[src/inc/timing_pkg.sv]
// package: operation codes, table entries and formula constants for the timing unit
`default_nettype none

package timing_pkg;

  // ---------------------------------------------------------------
  // widths and operation codes
  // ---------------------------------------------------------------
  localparam int TOTAL_W = 10;
  localparam int COUNT_W = 6;
  localparam int EA_W = 8;

  typedef enum logic [4:0] {
    OP_SHIFT_REG = 5'h00,
    OP_SHIFT_IMM = 5'h01,
    OP_ROX_REG = 5'h02,
    OP_ROX_IMM = 5'h03,
    OP_SHIFT_MEM = 5'h04,
    OP_BIT_IMM_REG = 5'h05,
    OP_BIT_REG_REG = 5'h06,
    OP_BIT_IMM_MEM = 5'h07,
    OP_BIT_REG_MEM = 5'h08,
    OP_TST_IMM_REG = 5'h09,
    OP_TST_REG_REG = 5'h0a,
    OP_TST_IMM_MEM = 5'h0b,
    OP_TST_REG_MEM = 5'h0c,
    OP_BRANCH = 5'h0d,
    OP_LOOP_BRANCH = 5'h0e,
    OP_SR_LOGIC = 5'h0f,
    OP_CCR_LOGIC = 5'h10,
    OP_CHK = 5'h11,
    OP_TWO_BOUND_RANGE_CHECK = 5'h12
  } op_type;

  typedef enum logic [1:0] {
    ST_IDLE = 2'b00,
    ST_SAVE = 2'b01,
    ST_EXEC = 2'b10
  } state_type;

  typedef enum logic [1:0] {
    DISP_BYTE = 2'b00,
    DISP_WORD = 2'b01,
    DISP_LONG = 2'b10
  } disp_type;

  typedef enum logic [1:0] {
    SHM_QUAD = 2'b00,
    SHM_RX_REG = 2'b01,
    SHM_RX_IMM = 2'b10
  } shift_mode_type;

  typedef struct packed {
    logic signed [7:0] head;
    logic signed [7:0] tail;
    logic [TOTAL_W-1:0] cycles;
    logic [3:0] rd;
    logic [3:0] pf;
    logic [3:0] wr;
  } timing_entry_type;

  // ---------------------------------------------------------------
  // timing entries: head, tail, clocks, reads, prefetches, writes
  // ---------------------------------------------------------------
  localparam timing_entry_type E_SHIFT_REG = '{-8'sh02, 8'sh00, 10'h000, 4'h0, 4'h1, 4'h0};
  localparam timing_entry_type E_SHIFT_IMM = '{8'sh04, 8'sh00, 10'h006, 4'h0, 4'h1, 4'h0};
  localparam timing_entry_type E_SHIFT_MEM = '{8'sh00, 8'sh02, 10'h006, 4'h0, 4'h1, 4'h1};
  localparam timing_entry_type E_BIT_IMM_REG = '{8'sh02, 8'sh00, 10'h006, 4'h0, 4'h2, 4'h0};
  localparam timing_entry_type E_BIT_REG_REG = '{8'sh04, 8'sh00, 10'h006, 4'h0, 4'h1, 4'h0};
  localparam timing_entry_type E_BIT_IMM_MEM = '{8'sh01, 8'sh02, 10'h008, 4'h0, 4'h2, 4'h1};
  localparam timing_entry_type E_BIT_REG_MEM = '{8'sh02, 8'sh02, 10'h008, 4'h0, 4'h1, 4'h1};
  localparam timing_entry_type E_TST_IMM_REG = '{8'sh02, 8'sh00, 10'h004, 4'h0, 4'h2, 4'h0};
  localparam timing_entry_type E_TST_REG_REG = '{8'sh02, 8'sh00, 10'h004, 4'h0, 4'h1, 4'h0};
  localparam timing_entry_type E_TST_IMM_MEM = '{8'sh01, 8'sh00, 10'h004, 4'h0, 4'h2, 4'h0};
  localparam timing_entry_type E_TST_REG_MEM = '{8'sh02, 8'sh00, 10'h008, 4'h0, 4'h1, 4'h0};
  localparam timing_entry_type E_BR_TAKEN = '{8'sh02, -8'sh02, 10'h008, 4'h0, 4'h2, 4'h0};
  localparam timing_entry_type E_BR_B_NT = '{8'sh02, 8'sh00, 10'h004, 4'h0, 4'h1, 4'h0};
  localparam timing_entry_type E_BR_W_NT = '{8'sh00, 8'sh00, 10'h004, 4'h0, 4'h2, 4'h0};
  localparam timing_entry_type E_BR_L_NT = '{8'sh00, 8'sh00, 10'h006, 4'h0, 4'h3, 4'h1};
  localparam timing_entry_type E_DB_TRUE = '{8'sh01, 8'sh01, 10'h004, 4'h0, 4'h2, 4'h0};
  localparam timing_entry_type E_DB_TRUE_LP = '{8'sh04, 8'sh00, 10'h006, 4'h0, 4'h1, 4'h0};
  localparam timing_entry_type E_DB_EXP = '{8'sh02, 8'sh00, 10'h006, 4'h0, 4'h2, 4'h0};
  localparam timing_entry_type E_DB_EXP_LP = '{8'sh06, 8'sh00, 10'h008, 4'h0, 4'h1, 4'h0};
  localparam timing_entry_type E_DB_TAKEN = '{8'sh06, -8'sh02, 10'h00a, 4'h0, 4'h2, 4'h0};
  localparam timing_entry_type E_DB_TAKEN_LP = '{8'sh06, 8'sh00, 10'h00a, 4'h0, 4'h0, 4'h0};
  localparam timing_entry_type E_SR_LOGIC = '{8'sh00, -8'sh02, 10'h00c, 4'h0, 4'h2, 4'h0};
  localparam timing_entry_type E_CCR_LOGIC = '{8'sh02, 8'sh00, 10'h006, 4'h0, 4'h2, 4'h0};
  localparam timing_entry_type E_CHK_OK = '{8'sh02, 8'sh00, 10'h008, 4'h0, 4'h1, 4'h0};
  localparam timing_entry_type E_CHK_EX = '{8'sh02, -8'sh02, 10'h02a, 4'h2, 4'h2, 4'h6};
  localparam timing_entry_type E_TWO_BOUND_RANGE_CHECK_SAVE = '{8'sh01, 8'sh01, 10'h003, 4'h0, 4'h1, 4'h0};
  localparam timing_entry_type E_TWO_BOUND_RANGE_CHECK_OK = '{8'sh02, 8'sh00, 10'h012, 4'h1, 4'h0, 4'h0};
  localparam timing_entry_type E_TWO_BOUND_RANGE_CHECK_EX = '{8'sh02, -8'sh02, 10'h034, 4'h3, 4'h1, 4'h6};

  // ---------------------------------------------------------------
  // long operand, bus and shift formula constants
  // ---------------------------------------------------------------
  localparam logic [3:0] LONG_EXTRA_READS = 4'h1;
  localparam logic [TOTAL_W-1:0] LONG_EXTRA_CLOCKS = 10'h002;
  localparam logic signed [7:0] LONG_EXTRA_TAIL = 8'sh02;
  localparam logic [7:0] BUS_CYCLE_CLOCKS = 8'h02;
  localparam logic [6:0] SHIFT_MIN_CLOCKS = 7'h06;
  localparam logic [6:0] QUAD_BASE_CLOCKS = 7'h03;
  localparam logic [6:0] RX_REG_BASE_CLOCKS = 7'h03;
  localparam logic [6:0] RX_IMM_BASE_CLOCKS = 7'h02;
  localparam logic [TOTAL_W-1:0] MIN_RUN_CLOCKS = 10'h001;

endpackage : timing_pkg

`default_nettype wire

[src/rtl/instr_timing_unit.sv]
// instruction timing unit: looks up, sums and runs out the clocks of one instruction
`default_nettype none

module instr_timing_unit
  import timing_pkg::*;
(
  input wire logic sys_clk_in,
  input wire logic arst_n_in,
  input wire logic start_in,
  input wire op_type op_in,
  input wire logic [COUNT_W-1:0] count_in,
  input wire disp_type disp_size_in,
  input wire logic long_operand_in,
  input wire logic branch_taken_in,
  input wire logic cond_true_in,
  input wire logic counter_expired_in,
  input wire logic loop_mode_in,
  input wire logic exception_in,
  input wire logic [EA_W-1:0] ea_clocks_in,
  input wire logic [EA_W-1:0] imm_clocks_in,
  output logic busy_out,
  output logic done_out,
  output logic [TOTAL_W-1:0] total_out,
  output logic [TOTAL_W-1:0] run_clocks_out,
  output logic signed [7:0] head_out,
  output logic signed [7:0] tail_out,
  output logic [3:0] reads_out,
  output logic [3:0] prefetches_out,
  output logic [3:0] writes_out,
  output logic [7:0] bus_clocks_out
);

  // ---------------------------------------------------------------
  // lookup functions
  // ---------------------------------------------------------------
  function automatic timing_entry_type select_entry(
    input op_type op,
    input disp_type disp,
    input logic taken,
    input logic cond_true,
    input logic expired,
    input logic loop_mode,
    input logic exc
  );
    timing_entry_type e;
    e = E_SHIFT_REG;
    case (op)
      OP_SHIFT_REG: e = E_SHIFT_REG;
      OP_ROX_REG: e = E_SHIFT_REG;
      OP_ROX_IMM: e = E_SHIFT_REG;
      OP_SHIFT_IMM: e = E_SHIFT_IMM;
      OP_SHIFT_MEM: e = E_SHIFT_MEM;
      OP_BIT_IMM_REG: e = E_BIT_IMM_REG;
      OP_BIT_REG_REG: e = E_BIT_REG_REG;
      OP_BIT_IMM_MEM: e = E_BIT_IMM_MEM;
      OP_BIT_REG_MEM: e = E_BIT_REG_MEM;
      OP_TST_IMM_REG: e = E_TST_IMM_REG;
      OP_TST_REG_REG: e = E_TST_REG_REG;
      OP_TST_IMM_MEM: e = E_TST_IMM_MEM;
      OP_TST_REG_MEM: e = E_TST_REG_MEM;
      OP_BRANCH:
      begin
        if (taken)
          e = E_BR_TAKEN;
        else if (disp == DISP_LONG)
          e = E_BR_L_NT;
        else if (disp == DISP_WORD)
          e = E_BR_W_NT;
        else
          e = E_BR_B_NT;
      end
      OP_LOOP_BRANCH:
      begin
        if (cond_true)
          e = loop_mode ? E_DB_TRUE_LP : E_DB_TRUE;
        else if (expired)
          e = loop_mode ? E_DB_EXP_LP : E_DB_EXP;
        else
          e = loop_mode ? E_DB_TAKEN_LP : E_DB_TAKEN;
      end
      OP_SR_LOGIC: e = E_SR_LOGIC;
      OP_CCR_LOGIC: e = E_CCR_LOGIC;
      OP_CHK: e = exc ? E_CHK_EX : E_CHK_OK;
      OP_TWO_BOUND_RANGE_CHECK: e = exc ? E_TWO_BOUND_RANGE_CHECK_EX : E_TWO_BOUND_RANGE_CHECK_OK;
      default: e = E_SHIFT_IMM;
    endcase
    select_entry = e;
  endfunction : select_entry

  function automatic logic [7:0] neg_mag(input logic signed [7:0] v);
    neg_mag = (v < 0) ? 8'(-v) : 8'h00;
  endfunction : neg_mag

  function automatic logic [TOTAL_W-1:0] sat_sub(
    input logic [TOTAL_W-1:0] a,
    input logic [TOTAL_W-1:0] b
  );
    sat_sub = (a > b + MIN_RUN_CLOCKS) ? a - b : MIN_RUN_CLOCKS;
  endfunction : sat_sub

  // ---------------------------------------------------------------
  // decode and sums
  // ---------------------------------------------------------------
  state_type state_reg;
  state_type state_next;
  logic signed [7:0] prev_tail_reg;
  logic [TOTAL_W-1:0] second_len_reg;
  logic cnt_busy;
  logic cnt_expire;
  logic [6:0] shift_clocks;

  wire logic take = start_in && (state_reg == ST_IDLE);
  wire logic is_two_bound_range_check = (op_in == OP_TWO_BOUND_RANGE_CHECK);
  wire logic formula_form = (op_in == OP_SHIFT_REG) || (op_in == OP_ROX_REG) ||
                            (op_in == OP_ROX_IMM);
  wire shift_mode_type shift_mode = (op_in == OP_ROX_REG) ? SHM_RX_REG :
                                    (op_in == OP_ROX_IMM) ? SHM_RX_IMM : SHM_QUAD;
  wire logic uses_ea = (op_in == OP_SHIFT_MEM) || (op_in == OP_BIT_IMM_MEM) ||
                       (op_in == OP_BIT_REG_MEM) || (op_in == OP_TST_IMM_MEM) ||
                       (op_in == OP_TST_REG_MEM) || (op_in == OP_CHK) || is_two_bound_range_check;
  wire logic uses_imm = (op_in == OP_BIT_IMM_REG) || (op_in == OP_BIT_IMM_MEM) ||
                        (op_in == OP_TST_IMM_REG) || (op_in == OP_TST_IMM_MEM);
  wire logic long_adj = is_two_bound_range_check && long_operand_in;

  wire timing_entry_type base_entry = select_entry(op_in, disp_size_in, branch_taken_in,
    cond_true_in, counter_expired_in, loop_mode_in, exception_in);

  // distance only matters for the formula forms; others use the fixed entry
  wire logic [TOTAL_W-1:0] op_cycles = formula_form ? {3'b000, shift_clocks} :
                                       base_entry.cycles;
  wire logic [TOTAL_W-1:0] adj_cycles = op_cycles + (long_adj ? LONG_EXTRA_CLOCKS : '0);
  wire logic [3:0] adj_reads = base_entry.rd + (long_adj ? LONG_EXTRA_READS : 4'h0);
  wire logic signed [7:0] adj_tail = base_entry.tail + (long_adj ? LONG_EXTRA_TAIL : 8'sh00);
  wire logic [TOTAL_W-1:0] ea_add = uses_ea ? {2'b00, ea_clocks_in} : '0;
  wire logic [TOTAL_W-1:0] imm_add = uses_imm ? {2'b00, imm_clocks_in} : '0;

  // listed totals already hold the bus breakdown; nothing is added for it
  wire logic [TOTAL_W-1:0] op_len = adj_cycles + ea_add + imm_add;
  wire logic [TOTAL_W-1:0] save_len = is_two_bound_range_check ? E_TWO_BOUND_RANGE_CHECK_SAVE.cycles : '0;
  wire logic [TOTAL_W-1:0] sum_total = save_len + op_len;
  wire logic signed [7:0] lead_head = is_two_bound_range_check ? E_TWO_BOUND_RANGE_CHECK_SAVE.head : base_entry.head;
  wire logic [TOTAL_W-1:0] overlap = {2'b00, neg_mag(prev_tail_reg)} +
                                     {2'b00, neg_mag(lead_head)};
  wire logic [TOTAL_W-1:0] first_len = is_two_bound_range_check ? save_len : op_len;
  wire logic [TOTAL_W-1:0] first_run = sat_sub(first_len, overlap);
  wire logic [3:0] adj_pf = base_entry.pf + (is_two_bound_range_check ? E_TWO_BOUND_RANGE_CHECK_SAVE.pf : 4'h0);
  wire logic [7:0] bus_clocks = BUS_CYCLE_CLOCKS *
                                ({4'h0, adj_reads} + {4'h0, adj_pf} + {4'h0, base_entry.wr});

  wire logic save_done = (state_reg == ST_SAVE) && cnt_expire;
  wire logic cnt_load = take || save_done;
  wire logic [TOTAL_W-1:0] cnt_value = take ? first_run : second_len_reg;

  // ---------------------------------------------------------------
  // submodules
  // ---------------------------------------------------------------
  shift_clock_calc u_shift_calc (
    .mode_in(shift_mode),
    .count_in(count_in),
    .clocks_out(shift_clocks)
  );

  cycle_counter #(.WIDTH(TOTAL_W)) u_counter (
    .sys_clk_in(sys_clk_in),
    .arst_n_in(arst_n_in),
    .load_in(cnt_load),
    .value_in(cnt_value),
    .busy_out(cnt_busy),
    .expire_out(cnt_expire)
  );

  // ---------------------------------------------------------------
  // sequencer
  // ---------------------------------------------------------------
  always_comb
  begin
    state_next = state_reg;
    case (state_reg)
      ST_IDLE:
        if (take)
          state_next = is_two_bound_range_check ? ST_SAVE : ST_EXEC;
      ST_SAVE:
        if (cnt_expire)
          state_next = ST_EXEC;
      ST_EXEC:
        if (cnt_expire)
          state_next = ST_IDLE;
      default: state_next = ST_IDLE;
    endcase
  end

  assign busy_out = (state_reg != ST_IDLE);
  assign done_out = (state_reg == ST_EXEC) && cnt_expire;

  always_ff @(posedge sys_clk_in or negedge arst_n_in)
  begin
    if (!arst_n_in)
      state_reg <= ST_IDLE;
    else
      state_reg <= state_next;
  end

  always_ff @(posedge sys_clk_in or negedge arst_n_in)
  begin
    if (!arst_n_in)
    begin
      total_out <= '0;
      run_clocks_out <= '0;
      head_out <= 8'sh00;
      tail_out <= 8'sh00;
      reads_out <= 4'h0;
      prefetches_out <= 4'h0;
      writes_out <= 4'h0;
      bus_clocks_out <= 8'h00;
      prev_tail_reg <= 8'sh00;
      second_len_reg <= '0;
    end
    else if (take)
    begin
      total_out <= sum_total;
      run_clocks_out <= first_run + (is_two_bound_range_check ? op_len : '0);
      head_out <= lead_head;
      tail_out <= adj_tail;
      reads_out <= adj_reads;
      prefetches_out <= adj_pf;
      writes_out <= base_entry.wr;
      bus_clocks_out <= bus_clocks;
      prev_tail_reg <= adj_tail;
      second_len_reg <= op_len;
    end
  end
endmodule : instr_timing_unit

`default_nettype wire

[src/rtl/shift_clock_calc.sv]
// shift clock formula for the register-count form and rotate clock formulas for the register- and immediate-count forms
`default_nettype none

module shift_clock_calc
  import timing_pkg::*;
(
  input wire shift_mode_type mode_in,
  input wire logic [COUNT_W-1:0] count_in,
  output logic [6:0] clocks_out
);

  function automatic logic [6:0] floor_min(input logic [6:0] raw);
    floor_min = (raw < SHIFT_MIN_CLOCKS) ? SHIFT_MIN_CLOCKS : raw;
  endfunction : floor_min

  // ---------------------------------------------------------------
  // quarter count form: n/4 + n mod 4, plus parity fill
  // ---------------------------------------------------------------
  wire logic [4:0] quad_sum = {1'b0, count_in[5:2]} + {3'b000, count_in[1:0]};
  wire logic [6:0] quad_raw = QUAD_BASE_CLOCKS + {2'b00, quad_sum} + {6'h00, ~quad_sum[0]};
  wire logic [6:0] rx_reg_raw = RX_REG_BASE_CLOCKS + {1'b0, count_in} + {6'h00, ~count_in[0]};
  wire logic [6:0] rx_imm_raw = RX_IMM_BASE_CLOCKS + {1'b0, count_in} + {6'h00, count_in[0]};

  always_comb
  begin
    case (mode_in)
      SHM_QUAD: clocks_out = floor_min(quad_raw);
      SHM_RX_REG: clocks_out = floor_min(rx_reg_raw);
      SHM_RX_IMM: clocks_out = floor_min(rx_imm_raw);
      default: clocks_out = SHIFT_MIN_CLOCKS;
    endcase
  end

endmodule : shift_clock_calc

`default_nettype wire

[src/rtl/cycle_counter.sv]
// down counter that times one execution phase in clocks
`default_nettype none

module cycle_counter
  import timing_pkg::*;
#(
  parameter int WIDTH = TOTAL_W
)
(
  input wire logic sys_clk_in,
  input wire logic arst_n_in,
  input wire logic load_in,
  input wire logic [WIDTH-1:0] value_in,
  output logic busy_out,
  output logic expire_out
);

  logic [WIDTH-1:0] cnt_reg;
  logic [WIDTH-1:0] cnt_next;

  // a load in the expiring cycle chains the next phase with no gap
  assign cnt_next = load_in ? value_in : ((cnt_reg != '0) ? cnt_reg - 1'b1 : cnt_reg);
  assign busy_out = (cnt_reg != '0);
  assign expire_out = (cnt_reg == WIDTH'(1));

  always_ff @(posedge sys_clk_in or negedge arst_n_in)
  begin
    if (!arst_n_in)
      cnt_reg <= '0;
    else
      cnt_reg <= cnt_next;
  end

endmodule : cycle_counter

`default_nettype wire

[config.mk]
export PLATFORM = sky130hd
export DESIGN_NAME = instr_timing_unit
export DESIGN_NICKNAME = d
export VERILOG_FILES = /design/src/inc/timing_pkg.sv /design/src/rtl/instr_timing_unit.sv /design/src/rtl/shift_clock_calc.sv /design/src/rtl/cycle_counter.sv
export SDC_FILE = /design/constraint.sdc
export NUM_CORES = 1
export LEC_CHECK = 0
export BUFFER_PORTS_ARGS = -buffer_cell sky130_fd_sc_hd__clkbuf_2
export CAP_MARGIN = 20
export CORE_ASPECT_RATIO = 1.75
export CORE_UTILIZATION = 60
export DETAILED_ROUTE_END_ITERATION = 16
export PLACE_DENSITY_LB_ADDON = 0.05
export SLEW_MARGIN = 5
export SYNTH_ARGS = -nofsm -noshare
export SYNTH_HDL_FRONTEND = slang
export SYNTH_HIERARCHICAL = 1
export SYNTH_SLANG_ARGS = --single-unit
[constraint.sdc]
create_clock -name sys_clk_in -period 16.4 [get_ports sys_clk_in]
set_input_delay 4.92 -clock sys_clk_in [delete_from_list [all_inputs] [get_ports sys_clk_in]]
set_output_delay 4.92 -clock sys_clk_in [all_outputs]
set_load 0.01 [all_outputs]
Yosys cells after proc, flatten, opt, wreduce, memory -nomap -nowiden

Index checks and enable logic that the tools add are counted.
W data, S select, Z words.

$lt $le $gt $ge: 6
Reduce and logical (&&, ||, !) cells: 25
$add $sub $neg: 23
Multiplexer cells: 39
Bitwise gates (word level): 2
Eq/ne operators: 26

Operator list:

| operator               | count |
|---|---|
| $pmux W38 S14          | 1 |
| $mux W33               | 4 |
| $mux W32               | 3 |
| $mux W30               | 3 |
| $mux W10               | 7 |
| $eq A5 B4 Y1 const B   | 8 |
| $mux W8                | 5 |
| $add A7 B1 Y7          | 3 |
| $lt A7 B3 Y1 const B   | 3 |
| $mux W7                | 3 |
| $pmux W7 S3            | 1 |
| $add A10 B8 Y10        | 2 |
| $mux W2                | 9 |
| $lt A8 B1 Y1 const B   | 2 |
| $neg A8 Y8             | 2 |
| $eq A5 B3 Y1 const B   | 3 |
| $eq A5 B5 Y1 const B   | 3 |
| $add A2 B6 Y7 const A  | 2 |
| $logic_or A1 B1 Y1     | 12 |
| $add A10 B10 Y10       | 1 |
| $add A10 B2 Y10        | 1 |
| $add A2 B10 Y10        | 1 |
| $add A9 B1 Y10 const B | 1 |
| $eq A10 B1 Y1 const B  | 1 |
| other kinds (25)       | 40 |

Bits of input ports: 38
Flip-flop bits (word level): 77
Logic and storage cells: 132

Logic depth before layout (Yosys ltp)

Word-level depth: 15
Depth in mapped cells: 38
Depth with buffers taken out: 37

Modules after synthesis

The synthesis kept the hierarchy.

By module, submodules not included:

| module            | times used | area each (µm²) | cells an instance |
|---|---|---|---|
| instr_timing_unit | 1          | 5499.0          | 706 |
| cycle_counter     | 1          | 611.8           | 63 |
| shift_clock_calc  | 1          | 407.9           | 64 |

Least setup slack after synthesis

No wires, ideal clock.

Kind: input to register
Start point: input port op_in[4]
End point: register run_clocks_out[9]
Data arrival time: 12.201 ns
Path slack: 4.103 ns
Cell stages on the path: 37
Path buffers: 5
Required time: 16.305 ns
Cells stage by stage: clkbuf_1 > clkbuf_1 > clkbuf_1 > nor3_1 > nand2b_1 > buf_2 > o221ai_1 > nand3_1 > a21o_1 > nor2_1 > a21oi_1 > fa_1 > ha_1 > nor2b_1 > o31a_1 > o311ai_1 > nand2b_1 > a21oi_1 > xor2_1 > nor2_1 > ha_1 > nand4_1 > or3b_2 > o21bai_1 > o211ai_1 > o31a_1 > clkbuf_1 > nand2_1 > inv_1 > ha_1 > a21o_1 > a211oi_1 > o21ai_0 > o21ai_0 > o21ai_0 > and3b_1 > o31ai_1

RTL lines:

| element                                                  | RTL line                 | RTL |
|---|---|---|
| start: declaration                                       | instr_timing_unit.sv:10  | `input wire op_type op_in,` |
| $eq A5 B2 Y1 (*)                                         | instr_timing_unit.sv:116 | `wire shift_mode_type shift_mode = (op_in == OP_ROX_REG) ? SHM_RX_REG :` |
| $mux W2 (*)                                              | instr_timing_unit.sv:116 |  |
| net shift_mode[0]                                        | instr_timing_unit.sv:116 |  |
| $eq A2 B2 Y1 (tied with other cells)                     | shift_clock_calc.sv:26   | `case (mode_in)` |
| $pmux W7 S3 (*)                                          | shift_clock_calc.sv:26   |  |
| net shift_clocks[2]                                      | instr_timing_unit.sv:110 | `logic [6:0] shift_clocks;` |
| $mux W10 (*)                                             | instr_timing_unit.sv:129 | `wire logic [TOTAL_W-1:0] op_cycles = formula_form ? {3'b000, shift_clocks} :` |
| $add A10 B2 Y10 (*)                                      | instr_timing_unit.sv:131 | `wire logic [TOTAL_W-1:0] adj_cycles = op_cycles + (long_adj ? LONG_EXTRA_CLOCKS : '0);` |
| $add A10 B8 Y10 (*) (2 in series)                        | instr_timing_unit.sv:138 | `wire logic [TOTAL_W-1:0] op_len = adj_cycles + ea_add + imm_add;` |
| $mux W10                                                 | instr_timing_unit.sv:144 | `wire logic [TOTAL_W-1:0] first_len = is_two_bound_range_check ? save_len : op_len;` |
| $sub A10 B9 Y10 / $gt A10 B10 Y1 (equally long branches) | instr_timing_unit.sv:98  | `sat_sub = (a > b + MIN_RUN_CLOCKS) ? a - b : MIN_RUN_CLOCKS;` |
| $mux W10                                                 | instr_timing_unit.sv:98  |  |
| $add A10 B10 Y10 (*)                                     | instr_timing_unit.sv:221 | `run_clocks_out <= first_run + (is_two_bound_range_check ? op_len : '0);` |
| end signal: assignment                                   | instr_timing_unit.sv:221 |  |
| end: declaration                                         | instr_timing_unit.sv:24  | `output logic [TOTAL_W-1:0] run_clocks_out,` |

The timed path passes the listed nets; every way through them passes the cells marked *.
A chain may end at the register's enable or synchronous reset.

Final worst setup path

Start point: input port op_in[0]
End point: register run_clocks_out[9]

Same word-level chain as after synthesis.

==> impl_metrics.tcl <==
set metrics [dict create \
    cpMostUsedCell "o21ai_0" \
    synth-edff-count 0 \
    numClockSinks 63 \
    syn_to_final_growth_pct 11.8 \
    fmax_ghz 0.0766 \
    final_cell_mix "nand2_1 (122), clkbuf_2 (89), nor2_1 (74)" \
    postSynth.asyncResetShare_pct 100 \
    synth_top_area_cell "dfrtp_1" \
    reg2reg_setup_slack_ns 9.90 \
    port_buffers 89 \
    synth-seq-cells 63 \
    hold_viol_final 0 \
    critPathSlowestCell "nor3_1" \
    synthTopCellsByArea "dfrtp_1 (24%), ha_1 (14%), nand2_1 (7.0%)" \
    via_per_inst 5.89 \
    startpoint_type "input pin" \
    die_h_um 140 \
    dp_cells 1023 \
    rsz0062_at_grt "no" \
    wl_met2_um 9350 \
    critPathRequiredTime_ns 16.64 \
    slew_headroom_pct 26.0 \
    worstReg2RegStart "prev_tail_reg[0]$_DFFE_PN0P_" \
    grt_remaining_overflow 0 \
    arrival_ns 13.29 \
    avgSynthCellArea_um2 7.83 \
    vias 6115 \
    numCtsBuffers 9 \
    core_area_mm2 0.0106 \
    status "finished clean" \
    antenna_cells 0 \
    syn_inst 833 \
    nFillCells 937 \
    nets 1028 \
    drv_cap 0 \
    final_cells 1039 \
    die_area_mm2 0.0113 \
    holdBufCountCts 0 \
    die_w_um 80.8 \
    ys_seq_area_share_pct 24.2 \
    initial_core_util_pct 61.3 \
    wl_um 17600 \
    highest_layer "met4" \
    crit_family "compound AO/OA/AOI/OAI gates" \
    slew_viol_final 0 \
    dr_wl_met3_um 592 \
    grt_max_degree 72 \
    crit-reg2reg-capture "run_clocks_out[9]$_DFFE_PN0P_" \
    power.leakage_nw 3.64 \
    final_common_cell "nand2_1" \
    drc 0 \
    cpPeakStageDelay_ns 0.58 \
    m1WireLength_um 6500 \
    layout-drive-gt1-share_pct 14.3 \
    drt-pass1-iter-count 5 \
    grt_antenna_before_repair 0 \
    netlist_area_mm2 0.00652 \
    cts_tree "yes" \
    power_w 0.000924 \
    clk_pin_slew_ns 0.05 \
    ir_worst_vdd_mv 0.106 \
    grt_pass1_vias 6118 \
    htreeDepth 3 \
    min_path_type "reg2reg" \
    hold_path_depth 2 \
    ctsRootBufferMaster "clkbuf_16" \
    tns_ns 0 \
    cellPowerDensity_mw_per_mm2 127 \
    synth_ff_type "dfrtp_1" \
    worstRegToRegCells 27 \
    critical_path_class "in2reg" \
    finalWeightedCongestion 0.984 \
    io_pins 96 \
    path_max_fanout 14 \
    setup_viol 0 \
    antenna_left 0 \
    grt_pass1_wl_um 28200 \
    synth_warnings 6 \
    tightest_slew_ns 1.11 \
    fin_skew_ns 0.00918 \
    ctsResizeCount 0 \
    finalCritPeriodShare_pct 79.6 \
    clk_latency_ns 0.34 \
    hpwl_um 13900 \
    rows 50 \
    holdCritStartpoint "writes_out[0]$_DFFE_PN0P_" \
    clockBufferDepth 2 \
    hold-path-endpoint "writes_out[0]$_DFFE_PN0P_" \
    synth_top_area_share_pct 24.2 \
    routedWlPerCell_um 16.9 \
    crit_path_end_kind "register" \
    drt_iter0_markers 247 \
    critical_path_buf_inv_count 3 \
    synth.distinct_cells 74 \
    grtUsageTotal_pct 32.6 \
    cts_setup_buffers 0 \
    period_minus_slack_ns 13.05 \
]
[tightest hold or removal path: cells and delay by family (launching register included)]
family	cells	cell delay, ns
compound gates	1	0.06
flops	1	0.34
simple gates	1	0.04
[cells in the mapped netlist (5+ instances only)]
library cell  count
nand3_1          14
a21oi_1          40
o22ai_1           8
xnor2_1          29
dfrtp_1          63
nand2_1         122
o21a_1            6
o21bai_1          5
nor3_1           18
or3_1             7
and3_1           10
ha_1             71
and3b_1           5
buf_4            16
inv_1            65
clkbuf_1         21
nand4_1           5
a21o_1            9
o21ai_0          68
nor2_1           74
xor2_1           22
o31ai_1           9
nor2b_1           8
and2_1           17
o31a_1            5
nand2b_1          9
a31oi_1           7
a211oi_1          6
fa_1             15
[how the worst max path moves through the flow]
stage / end / cells past startpoint / slack, ns / startpoint
finish: run_clocks_out[9]$_DFFE_PN0P_ / 36 / 3.35 / op_in[0]
global route: run_clocks_out[9]$_DFFE_PN0P_ / 36 / 2.58 / op_in[3]
CTS: run_clocks_out[9]$_DFFE_PN0P_ / 36 / 3.47 / op_in[0]
detailed placement: run_clocks_out[9]$_DFFE_PN0P_ / 36 / 3.16 / op_in[0]
global placement: run_clocks_out[9]$_DFFE_PN0P_ / 36 / 3.60 / op_in[0]
floorplan: run_clocks_out[9]$_DFFE_PN0P_ / 37 / 4.10 / op_in[4]
[layout make-up]
class / instances / area (um2) / area share (%)
multi-input combinational: 669 / 4480 / 61.4
sequential: 63 / 1580 / 21.6
timing repair buffer: 95 / 490 / 6.73
inverter: 66 / 250 / 3.43
clock buffer: 10 / 239 / 3.28
tap: 130 / 163 / 2.23
clock inverter: 6 / 92.6 / 1.27
[logic make-up (layout without fill, tap and decap cells)]
family | Yosys count | count (layout) | synth area share [%]
buf+inv | 114 | 177 | 7.95
compound gates | 196 | 196 | 18.8
xor+xnor | 51 | 51 | 6.85
simple gates | 316 | 316 | 23.1
flops | 63 | 63 | 24.2
other cells | 2 | 15 | 0.115
mux | 3 | 3 | 0.480
fa+ha+maj | 88 | 88 | 18.6
[metrics by stage]
stage,utilization [%],cell area [um2],setup WS (ns),hold slack [ns]
final,68.5,7290,3.35,0.473
after global routing,68.5,7290,2.58,0.515
after CTS,68.5,7290,3.47,0.474
after detailed placement,65.4,6960,3.16,0.461
after global placement,65.4,6960,3.60,0.458
after floorplan,-,6570,4.10,0.436
[routing by layer]
layer	vias up	GRT usage, %
met4	0	20.7
li1	2968	-
met2	206	60.5
met3	75	3.34
met5	-	0
met1	2866	33.2
[power breakdown]
group / total (W) / switching, W / internal, W
clock: 0.000211 / 0.0000734 / 0.000138
sequential: 0.000250 / 0.0000391 / 0.000211
combinational: 0.000464 / 0.000275 / 0.000189
Power figures use the tool's default switching activity.
